===== src/common/vfr_cfg.svh =====
// Constants of the video FIFO read controller: decode values and timing counts.
// Assumes inclusion by the package and design files by bare name.
//
// Contract
// - Decode full, upper and lower read windows.
// - Three selectable burst strobe schemes supported.
// - Clocked scheme steps reads on clock-out rises under bank-three select.
// - Synchronise select; present datum one clock early.
// - Async strobe is bit two XOR delayed copy.
// - Row bank four qualifies column strobe zero.
// - Detect refresh cycles; suppress column strobes meanwhile.
// - Strobe is output enable, row and column.
`ifndef VFR_CFG_SVH
`define VFR_CFG_SVH

// ----------------------------------------------------------------------------
// Window encodings on {window_select_hi_bit, window_select_lo_bit}.
// ----------------------------------------------------------------------------
`define VFR_WIN_FULL      2'h0
`define VFR_WIN_LOWER     2'h1
`define VFR_WIN_UPPER     2'h2
`define VFR_WIN_NONE      2'h3

// ----------------------------------------------------------------------------
// Widths and timing.
// ----------------------------------------------------------------------------
`define VFR_HALF_W        16
`define VFR_FIFO_DEPTH    16
`define VFR_CLK_PERIOD_NS 100
`define VFR_A2_DELAY_NS   15
`define VFR_A2_DELAY_CYC  ((`VFR_A2_DELAY_NS + `VFR_CLK_PERIOD_NS - 1) / `VFR_CLK_PERIOD_NS)

`endif


===== src/common/vfr_pkg.sv =====
// Types shared by the video FIFO read controller files.
// Assumes vfr_cfg.svh is on the include path.
`include "vfr_cfg.svh"

package vfr_pkg;

  // --------------------------------------------------------------------------
  // Strobe schemes and sequencer states.
  // --------------------------------------------------------------------------
  typedef enum logic [1:0] {
    VFR_SCHEME_CLOCKED = 2'h0,
    VFR_SCHEME_ASYNC   = 2'h1,
    VFR_SCHEME_COLUMN  = 2'h2
  } vfr_scheme_e;

  typedef enum logic [1:0] {
    VFR_ST_IDLE  = 2'h0,
    VFR_ST_PRIME = 2'h1,
    VFR_ST_BURST = 2'h3,
    VFR_ST_DONE  = 2'h2
  } vfr_state_e;

  // --------------------------------------------------------------------------
  // Host memory bus pins seen by the block.
  // --------------------------------------------------------------------------
  typedef struct packed {
    logic static_bank_three_select_n;
    logic address_bit_two;
    logic window_select_hi_bit;
    logic window_select_lo_bit;
    logic row_bank_four_select_n;
    logic column_strobe_zero_n;
    logic output_enable_n;
    logic clock_out_pin;
  } vfr_bus_s;

  typedef struct packed {
    logic [`VFR_HALF_W-1:0] hi;
    logic [`VFR_HALF_W-1:0] lo;
  } vfr_word_s;

endpackage : vfr_pkg


===== src/vfr_fifo.sv =====
// Synchronous FIFO with registered read data, valid and ready on both sides.
// Assumes one clock, synchronous active-high reset and a clock enable.
`timescale 1ns/1ps

module vfr_fifo #(
  parameter int W     = 32,
  parameter int DEPTH = 16
) (
  input  wire logic         sys_clk,
  input  wire logic         rst,
  input  wire logic         ce,
  input  wire logic [W-1:0] in_data,
  input  wire logic         in_valid,
  output logic              in_ready,
  output logic [W-1:0]      out_data,
  output logic              out_valid,
  input  wire logic         out_ready
);

  localparam int AW = (DEPTH > 1) ? $clog2(DEPTH) : 1;

  logic [W-1:0]  mem [DEPTH];
  logic [AW-1:0] wr_q;
  logic [AW-1:0] rd_q;
  logic [AW:0]   cnt_q;
  logic          push;
  logic          pop_mem;

  // --------------------------------------------------------------------------
  // Storage holds the words behind the output register.
  // --------------------------------------------------------------------------
  assign in_ready = ((cnt_q + (AW+1)'(out_valid)) != (AW+1)'(DEPTH)) ? 1'b1 : 1'b0;
  assign push     = in_valid & in_ready;
  assign pop_mem  = (cnt_q != '0) & (~out_valid | out_ready);

  always_ff @(posedge sys_clk) begin
    if (ce & push) begin
      mem[wr_q] <= in_data;
    end
  end

  always_ff @(posedge sys_clk) begin
    if (rst) begin
      wr_q      <= '0;
      rd_q      <= '0;
      cnt_q     <= '0;
      out_valid <= 1'b0;
      out_data  <= '0;
    end else if (ce) begin
      if (push) begin
        wr_q <= (wr_q == AW'(DEPTH - 1)) ? '0 : wr_q + AW'(1);
      end
      if (pop_mem) begin
        rd_q     <= (rd_q == AW'(DEPTH - 1)) ? '0 : rd_q + AW'(1);
        out_data <= mem[rd_q];
      end
      cnt_q     <= cnt_q + (AW+1)'(push) - (AW+1)'(pop_mem);
      out_valid <= pop_mem | (out_valid & ~out_ready);
    end
  end

endmodule : vfr_fifo


===== src/vfr_read_ctrl.sv =====
// Video FIFO read controller: window decode and burst read strobe generation.
// Assumes bus pins synchronous to sys_clk and a first-word fall-through FIFO.
`timescale 1ns/1ps
`include "vfr_cfg.svh"


module vfr_read_ctrl #(
  parameter int DEPTH   = `VFR_FIFO_DEPTH,
  parameter int DLY_CYC = `VFR_A2_DELAY_CYC
) (
  input  wire logic              sys_clk,
  input  wire logic              rst,
  input  wire logic              ce,
  input  vfr_pkg::vfr_scheme_e   scheme,
  input  vfr_pkg::vfr_bus_s      bus,
  input  vfr_pkg::vfr_word_s     fifo_data,
  output logic                   fifo_hi_rd,
  output logic                   fifo_lo_rd,
  output logic                   refresh_seen,
  output vfr_pkg::vfr_word_s     host_data,
  output logic                   host_valid,
  input  wire logic              host_ready,
  output logic                   buf_full
);
  import vfr_pkg::*;

  // --------------------------------------------------------------------------
  // Window decode.
  // --------------------------------------------------------------------------
  function automatic logic [1:0] lanes_of(input logic [1:0] win);
    unique case (win)
      `VFR_WIN_FULL:  lanes_of = 2'h3;
      `VFR_WIN_UPPER: lanes_of = 2'h2;
      `VFR_WIN_LOWER: lanes_of = 2'h1;
      default:        lanes_of = 2'h0;
    endcase
  endfunction : lanes_of

  logic [1:0] lanes;
  assign lanes = lanes_of({bus.window_select_hi_bit, bus.window_select_lo_bit});

  // --------------------------------------------------------------------------
  // Clocked select sequencer.
  // --------------------------------------------------------------------------
  logic       cs_s1_q;
  logic       cs_s2_q;
  logic       rclk_q;
  vfr_state_e st_q;
  vfr_state_e st_d;
  logic       cs_act;
  logic       rclk_rise;
  logic       clk_strobe;
  logic       seq_on;
  logic       async_on;
  logic       col_on;

  assign seq_on    = (scheme == VFR_SCHEME_CLOCKED);
  assign async_on  = (scheme == VFR_SCHEME_ASYNC);
  assign col_on    = (scheme == VFR_SCHEME_COLUMN);
  assign cs_act    = ~cs_s2_q;
  assign rclk_rise = bus.clock_out_pin & ~rclk_q;

  always_comb begin
    st_d       = st_q;
    clk_strobe = 1'b0;
    unique case (st_q)
      VFR_ST_IDLE: begin
        if (cs_act) begin
          st_d       = VFR_ST_PRIME;
          clk_strobe = 1'b1;
        end
      end
      VFR_ST_PRIME: begin
        st_d = cs_act ? VFR_ST_BURST : VFR_ST_DONE;
      end
      VFR_ST_BURST: begin
        if (!cs_act) begin
          st_d = VFR_ST_DONE;
        end else begin
          clk_strobe = rclk_rise;
        end
      end
      VFR_ST_DONE: begin
        st_d = VFR_ST_IDLE;
      end
    endcase
  end

  always_ff @(posedge sys_clk) begin
    if (rst) begin
      cs_s1_q <= 1'b1;
      cs_s2_q <= 1'b1;
    end else if (ce) begin
      cs_s1_q <= bus.static_bank_three_select_n;
      cs_s2_q <= cs_s1_q;
    end
  end

  always_ff @(posedge sys_clk) begin
    if (rst) begin
      rclk_q <= 1'b0;
    end else if (ce) begin
      rclk_q <= bus.clock_out_pin;
    end
  end

  always_ff @(posedge sys_clk) begin
    if (rst) begin
      st_q <= VFR_ST_IDLE;
    end else if (ce) begin
      st_q <= seq_on ? st_d : VFR_ST_IDLE;
    end
  end

  // --------------------------------------------------------------------------
  // Address-line timed scheme.
  // --------------------------------------------------------------------------
  logic [DLY_CYC-1:0] a2_dly_q;
  logic               async_strobe;

  assign async_strobe = ~bus.static_bank_three_select_n
                      & (bus.address_bit_two ^ a2_dly_q[DLY_CYC-1]);

  generate
    for (genvar i = 0; i < DLY_CYC; i++) begin : g_a2_dly
      always_ff @(posedge sys_clk) begin
        if (rst) begin
          a2_dly_q[i] <= 1'b0;
        end else if (ce) begin
          a2_dly_q[i] <= (i == 0) ? bus.address_bit_two : a2_dly_q[(i == 0) ? 0 : i-1];
        end
      end
    end
  endgenerate

  // --------------------------------------------------------------------------
  // Column strobe scheme with refresh blocking.
  // --------------------------------------------------------------------------
  logic cas_q;
  logic ras_act;
  logic cas_act;
  logic cbr_now;
  logic col_strobe;
  logic refresh_d;

  assign ras_act    = ~bus.row_bank_four_select_n;
  assign cas_act    = ~bus.column_strobe_zero_n;
  assign cbr_now    = cas_act & ~ras_act;
  assign col_strobe = cas_act & ~cas_q & ras_act
                    & ~bus.output_enable_n
                    & ~refresh_seen & ~cbr_now;
  assign refresh_d  = cbr_now | (refresh_seen & (ras_act | cas_act));

  always_ff @(posedge sys_clk) begin
    if (rst) begin
      cas_q <= 1'b0;
    end else if (ce) begin
      cas_q <= cas_act;
    end
  end

  always_ff @(posedge sys_clk) begin
    if (rst) begin
      refresh_seen <= 1'b0;
    end else if (ce) begin
      refresh_seen <= refresh_d;
    end
  end

  // --------------------------------------------------------------------------
  // Scheme select, buffering and strobe outputs.
  // --------------------------------------------------------------------------
  logic      raw_strobe;
  logic      take;
  logic      in_ready;
  vfr_word_s push_word;
  logic      hi_take;
  logic      lo_take;

  assign raw_strobe = seq_on   ? clk_strobe   :
                      async_on ? async_strobe :
                      col_on   ? col_strobe   : 1'b0;
  assign take       = raw_strobe & (lanes != 2'h0) & in_ready;
  assign hi_take    = take & lanes[1];
  assign lo_take    = take & lanes[0];
  assign push_word.hi = lanes[1] ? fifo_data.hi : 16'h0000;
  assign push_word.lo = lanes[0] ? fifo_data.lo : 16'h0000;

  vfr_fifo #(
    .W     ($bits(vfr_word_s)),
    .DEPTH (DEPTH)
  ) u_buf (
    .sys_clk   (sys_clk),
    .rst       (rst),
    .ce        (ce),
    .in_data   (push_word),
    .in_valid  (take),
    .in_ready  (in_ready),
    .out_data  (host_data),
    .out_valid (host_valid),
    .out_ready (host_ready)
  );

  // --------------------------------------------------------------------------
  // Registered strobe and status outputs.
  // --------------------------------------------------------------------------
  always_ff @(posedge sys_clk) begin
    if (rst) begin
      fifo_hi_rd <= 1'b0;
      fifo_lo_rd <= 1'b0;
    end else if (ce) begin
      fifo_hi_rd <= hi_take;
      fifo_lo_rd <= lo_take;
    end
  end

  always_ff @(posedge sys_clk) begin
    if (rst) begin
      buf_full <= 1'b0;
    end else if (ce) begin
      buf_full <= ~in_ready;
    end
  end

endmodule : vfr_read_ctrl


===== config.mk =====
export PLATFORM = sky130hd
export DESIGN_NAME = vfr_read_ctrl
export DESIGN_NICKNAME = d
export VERILOG_FILES = /design/src/common/vfr_pkg.sv /design/src/vfr_fifo.sv /design/src/vfr_read_ctrl.sv
export VERILOG_INCLUDE_DIRS = /design/src /design/src/common
export SDC_FILE = /design/constraint.sdc
export NUM_CORES = 1
export LEC_CHECK = 0
export ABC_AREA = 1
export BUFFER_PORTS_ARGS = -buffer_cell sky130_fd_sc_hd__clkbuf_2
export CORE_ASPECT_RATIO = 0.5
export CORE_UTILIZATION = 56
export DETAILED_ROUTE_END_ITERATION = 8
export MAX_ROUTING_LAYER = met4
export PLACE_DENSITY = 0.76
export SETUP_SLACK_MARGIN = 0.4
export SLEW_MARGIN = 20
export SYNTH_ARGS = -nofsm -noshare
export SYNTH_HDL_FRONTEND = slang
export SYNTH_HIERARCHICAL = 1
export SYNTH_SLANG_ARGS = --single-unit

===== constraint.sdc =====
create_clock -name sys_clk -period 3.35 [get_ports sys_clk]
set_input_delay 0.1675 -clock sys_clk [delete_from_list [all_inputs] [get_ports sys_clk]]
set_output_delay 0.1675 -clock sys_clk [all_outputs]
set_load 0.1 [all_outputs]

[Yosys cells after proc, flatten, opt, wreduce, memory -nomap -nowiden]
Memories as Yosys holds them, arrays and structs flattened. A register that Yosys moved wholly into a read port is not among the register bits.
Index checks and enable logic that the tools add are counted.
Storage, ports and cells
  register bits after elaboration: 25
  bits in writable memories: 512
  input bits: 46
  memories: 1
Operators by class
  add/subtract/negate cells: 5
  equal/unequal tests: 12
  muxes and demuxes: 19
  bitwise gates (word level): 33
  reductions and logical operators: 8
Memories
  u_buf.mem: depth 16, bits a word 32, rd ports 1, clocked after memory_dff 1, wr ports 1, line vfr_fifo.sv:22  | logic [W-1:0] mem [DEPTH];
Operators with widths (count)
  two-way mux 16 bit: 2
  bitwise AND 1 bit: 17
  NOT 1 bit: 11
  adder 5 x 1 -> 5 bit: 2
  two-way mux 1 bit: 9
  adder 4 x 1 -> 4 bit (second input constant): 2
  equality test 2 bit (second input constant): 4
  equality test 4 bit (second input constant): 2
  two-way mux 4 bit: 2
  case mux 2 bit (4 select lines): 1
  equality test 2 x 1 -> 1 bit (second input constant): 3
  zero test 2 bit: 3
  two-way mux 2 bit: 3
  != test 3 bit (second input constant): 2
  case mux 2 bit (3 select lines): 1
  != test 5 bit (second input constant): 1
  nonzero test 5 bit: 1
  subtractor 5 x 1 -> 5 bit: 1
  bitwise OR 1 bit: 4
  AND reduction 2 bit: 2
  AND reduction 3 bit: 1
  case mux 1 bit (2 select lines): 1
  nonzero test 2 bit: 1
  bitwise XOR 1 bit: 1

[Depth between registers and ports, before layout]
  depth after elaboration: 15
  mapped depth: 20
  mapped depth without buffers: 20

[Hierarchy]
The synthesis kept the hierarchy.
Modules (own cells, without submodules)
  vfr_fifo: instances 1, cells each 1913, area an instance 22366.5 um^2
  vfr_read_ctrl: instances 1, cells each 147, area an instance 840.8 um^2

[Worst setup path after synthesis]
OpenSTA, ideal clock, no wires.
  kind: flip-flop to flip-flop
  from: register u_buf.out_valid
  to: memory u_buf.mem[0][0], enable pin
  setup time: 0.421 ns
  data arrival time: 3.959 ns
  slack: -1.030 ns
  stages on the path, launching flop included: 13
  buffers on the path: 0
  path through: dfxtp_1 ha_1 ha_1 nand3_1 nand2_1 inv_1 nand3_2 a21boi_2 and3_1 nand3_1 inv_2 nand2_1 nor2_1
Between the ends
  word-level cells in the longest chain between the ends: 8
Ends and longest elaborated chain
  start: declaration: line vfr_fifo.sv:16  | output logic out_valid,
  start signal: assignment: line vfr_fifo.sv:58  | out_valid <= pop_mem | (out_valid & ~out_ready);
  adder 5 x 1 -> 5 bit: line vfr_fifo.sv:32  | assign in_ready = ((cnt_q + (AW+1)'(out_valid)) != (AW+1)'(DEPTH)) ? 1'b1 : 1'b0;
  != test 5 bit: line vfr_fifo.sv:32
  two-way mux 1 bit: line vfr_fifo.sv:32
  net in_ready: line vfr_read_ctrl.sv:175  | logic in_ready;
  bitwise AND 1 bit: line vfr_read_ctrl.sv:183  | assign take = raw_strobe & (lanes != 2'h0) & in_ready;
  net take: line vfr_read_ctrl.sv:174  | logic take;
  bitwise AND 1 bit: line vfr_fifo.sv:33  | assign push = in_valid & in_ready;
  bitwise AND 1 bit: line vfr_fifo.sv:37  | if (ce & push) begin
  two-way mux 1 bit: line vfr_fifo.sv:37
  two-way mux 1 bit (not written as such): line vfr_fifo.sv:38  | mem[wr_q] <= in_data;
  end: declaration: line vfr_fifo.sv:22
The timed path passes the listed nets, and every way through them passes these cells.

[Final worst setup path]
  from: register u_buf.out_valid
  to: memory u_buf.mem[13][16], enable pin
Same word-level chain as after synthesis.

==> impl_metrics.json <==
{
  "ys_types": 35,
  "place.gp.congestion": 0.803,
  "grt_max_degree": 163,
  "tritoncts": "built",
  "die_area_um2": 42300,
  "synth_seq_area_share_pct": 71.2,
  "end_kind": "register",
  "clkLatencyLatePin_ns": 0.58,
  "worstHoldPathType": "primary input to register",
  "mostFrequentLayoutCells": "edfxtp_1 (512), nor2_1 (398), nand2_1 (331)",
  "syn_area_per_cell_um2": 11.3,
  "ys_warn_count": 6,
  "synthXorXnorAreaFrac_pct": 0.264,
  "cts-root-buf": "clkbuf_16",
  "worst_slew_margin_rel_pct": 29.6,
  "remaining_drc_errors": 0,
  "wl_um": 53600,
  "skew_ns": 0.0152,
  "finalCritPeriodShare_pct": 86.3,
  "crit_fanout": 17,
  "critPathRequiredTime_ns": 3.59,
  "synth_area_leaders": "edfxtp_1 (66%), nor2_1 (6.8%), nand2_1 (5.5%), dfxtp_1 (4.9%), nand3_1 (4.4%)",
  "layout-area-overhead-vs-synth_pct": 12.8,
  "setup_viol": 0,
  "numCtsBuffers": 48,
  "power.leakage_nw": 9.58,
  "row_count": 52,
  "ys_seq_elements": 569,
  "io_buffers": 82,
  "worstMarginPinSlew_ns": 1.05,
  "track_usage_pct": 26.0,
  "layout_min_cycle_time_ns": 2.89,
  "final_area_um2": 26200,
  "antenna_found_initial": 0,
  "drv_slew": 0,
  "timing.fmax_ghz": 0.346,
  "synth-simple-area-share_pct": 17.1,
  "fin_nets": 2200,
  "arrival_ns": 3.13,
  "critPathKind": "register to register",
  "dr.first_iter.drc_count": 1919,
  "drtAntennaViolNets": 0,
  "total_power_w": 0.0181,
  "grt_pass1_wl_um": 82500,
  "reg2reg_slack_ns": 0.46,
  "cp-start-kind": "register",
  "dp.final_hpwl_um": 29500,
  "synth_top_family_by_area": "simple AND/OR/NAND/NOR gates",
  "place_area_um2": 24500,
  "finalHoldViolations": 0,
  "yosysTopAreaCellShare_pct": 66.2,
  "cts-htree-levels": 2,
  "synthMuxAreaShare_pct": 0,
  "path_clk_slew_ns": 0.07,
  "grt_overflow": 0,
  "vias_per_cell": 5.72,
  "netlist.top_cell.by_area": "edfxtp_1",
  "synth_fa_ha_area_share_pct": 1.11,
  "synth_cells": 2060,
  "p_per_area_nw_per_um2": 692,
  "ir_worst_vdd_mv": 0.430,
  "fin_setup_tns_ns": 0,
  "whs_ns": 0.0480,
  "drv_cap": 0,
  "synth_fp_nets": 2126,
  "fillers": 2920,
  "die-width_um": 290,
  "rsz0062_at_grt": "true",
  "dr.pass1.iters": 6,
  "layout_commonest_cell": "edfxtp_1",
  "clockBufferDepth": 3,
  "status": "completed",
  "syn_area_um2": 23200,
  "grt_pass1_vias": 14800,
  "fp.dieH_um": 146,
  "vias": 15500,
  "clock-sinks": 569,
  "io_pins": 83,
  "start_util_pct": 57.1,
  "layout-drive-gt1-share_pct": 12.0,
  "core_um2": 40700,
  "utilization_pct": 64.4,
  "synth_compound_area_share_pct": 6.53,
  "detail_route.wl_per_cell_um": 19.7
}
path summary, 6_finish.rpt:
check	start	end	depth (start not counted)
min reg2reg	rclk_q	rclk_q	2
max	u_buf/out_valid	u_buf/mem[13][16]	15
max reg2reg	u_buf/out_valid	u_buf/mem[13][16]	15
min	fifo_data[27]	u_buf/mem[11][27]	3
where the power goes:
group	internal [W]	leakage, nW	switching [W]	total [W]
registers	0.00794	5.15	0.000156	0.00809
logic	0.00118	3.68	0.00337	0.00455
clock network	0.00305	0.746	0.00244	0.00548
state kept, by name, summed over array words and instances, names as in the netlist, 2 cells and up, named ones only:
name,flops
u_buf/cnt_q,5
u_buf/wr_q,4
u_buf/rd_q,4
u_buf/mem,512
st_q,2
u_buf/out_data,32
cell type report:
cell class	instances	area [um^2]	share of cell area, %
Clock buffer	77	1410	5.39
Timing Repair Buffer	143	1130	4.30
Tap cell	540	676	2.58
Sequential cell	569	16500	63.1
Multi-Input combinational cell	1297	6020	23.0
Antenna cell	1	2.50	0.00956
Inverter	75	289	1.10
Clock inverter	13	120	0.459
stage by stage:
stage          worst slack [ns]  cells
2_1_floorplan             0.310   2060
3_3_place_gp              0.286   2609
3_5_place_dp              0.219   2609
4_1_cts                   0.400   2711
5_1_grt                   0.308   2714
6_report                  0.460   2715
cells by family after synthesis:
kind of cell | count (synthesis)
flops | 569
buf+inv | 194
xor+xnor | 7
fa+ha+maj | 20
simple gates | 976
compound gates | 294
worst max-delay path, stage by stage (launching register included):
cell and delay [ns]:
dfxtp_4 0.36, ha_4 0.17, ha_4 0.26, inv_2 0.03
nand2_1 0.06, nor2_1 0.05, nand3_2 0.09, a21boi_4 0.18
and3_4 0.21, buf_4 0.10, buf_4 0.11, nand3_1 0.11
inv_2 0.15, nand2_2 0.16, nor2_4 0.14, buf_4 0.33
layer usage:
layer  GRT usage [%]  wire, um
met5               -         0
met4            5.66       877
met3            4.69      4780
met2            41.5     25600
met1            35.3     22400
synth_stat cells:
master,instances
edfxtp_1,512
nor2_1,418
nand2_1,337
nand3_1,206
o21ai_0,189
a21oi_1,75
inv_1,69
dfxtp_1,57
clkbuf_1,49
buf_2,47
ha_1,19
o21ai_1,18
buf_4,10
a21oi_2,8
buf_6,7
nand4_1,6
xor2_1,5
buf_1,4
inv_2,3
nand3_2,3
clkbuf_2,2
clkinv_1,2
xnor2_1,2
a21boi_2,1
a311oi_1,1
a31oi_1,1
and3_1,1
fa_1,1
inv_4,1
nand2_2,1
nand3b_1,1
nor2_2,1
nor2_4,1
nor3_1,1
o211ai_1,1
what timing repair did:
| item | CTS | global route |
|---|---|---|
| hold endpoints to repair | 11 | 0 |
| setup endpoints to repair | 1 | 33 |
| hold buffers | 8 | 0 |
| gates resized for setup | 4 | 10 |
| setup buffers | 4 | 2 |
| pin swaps | 3 | 6 |
Power figures use the tool's default switching activity.
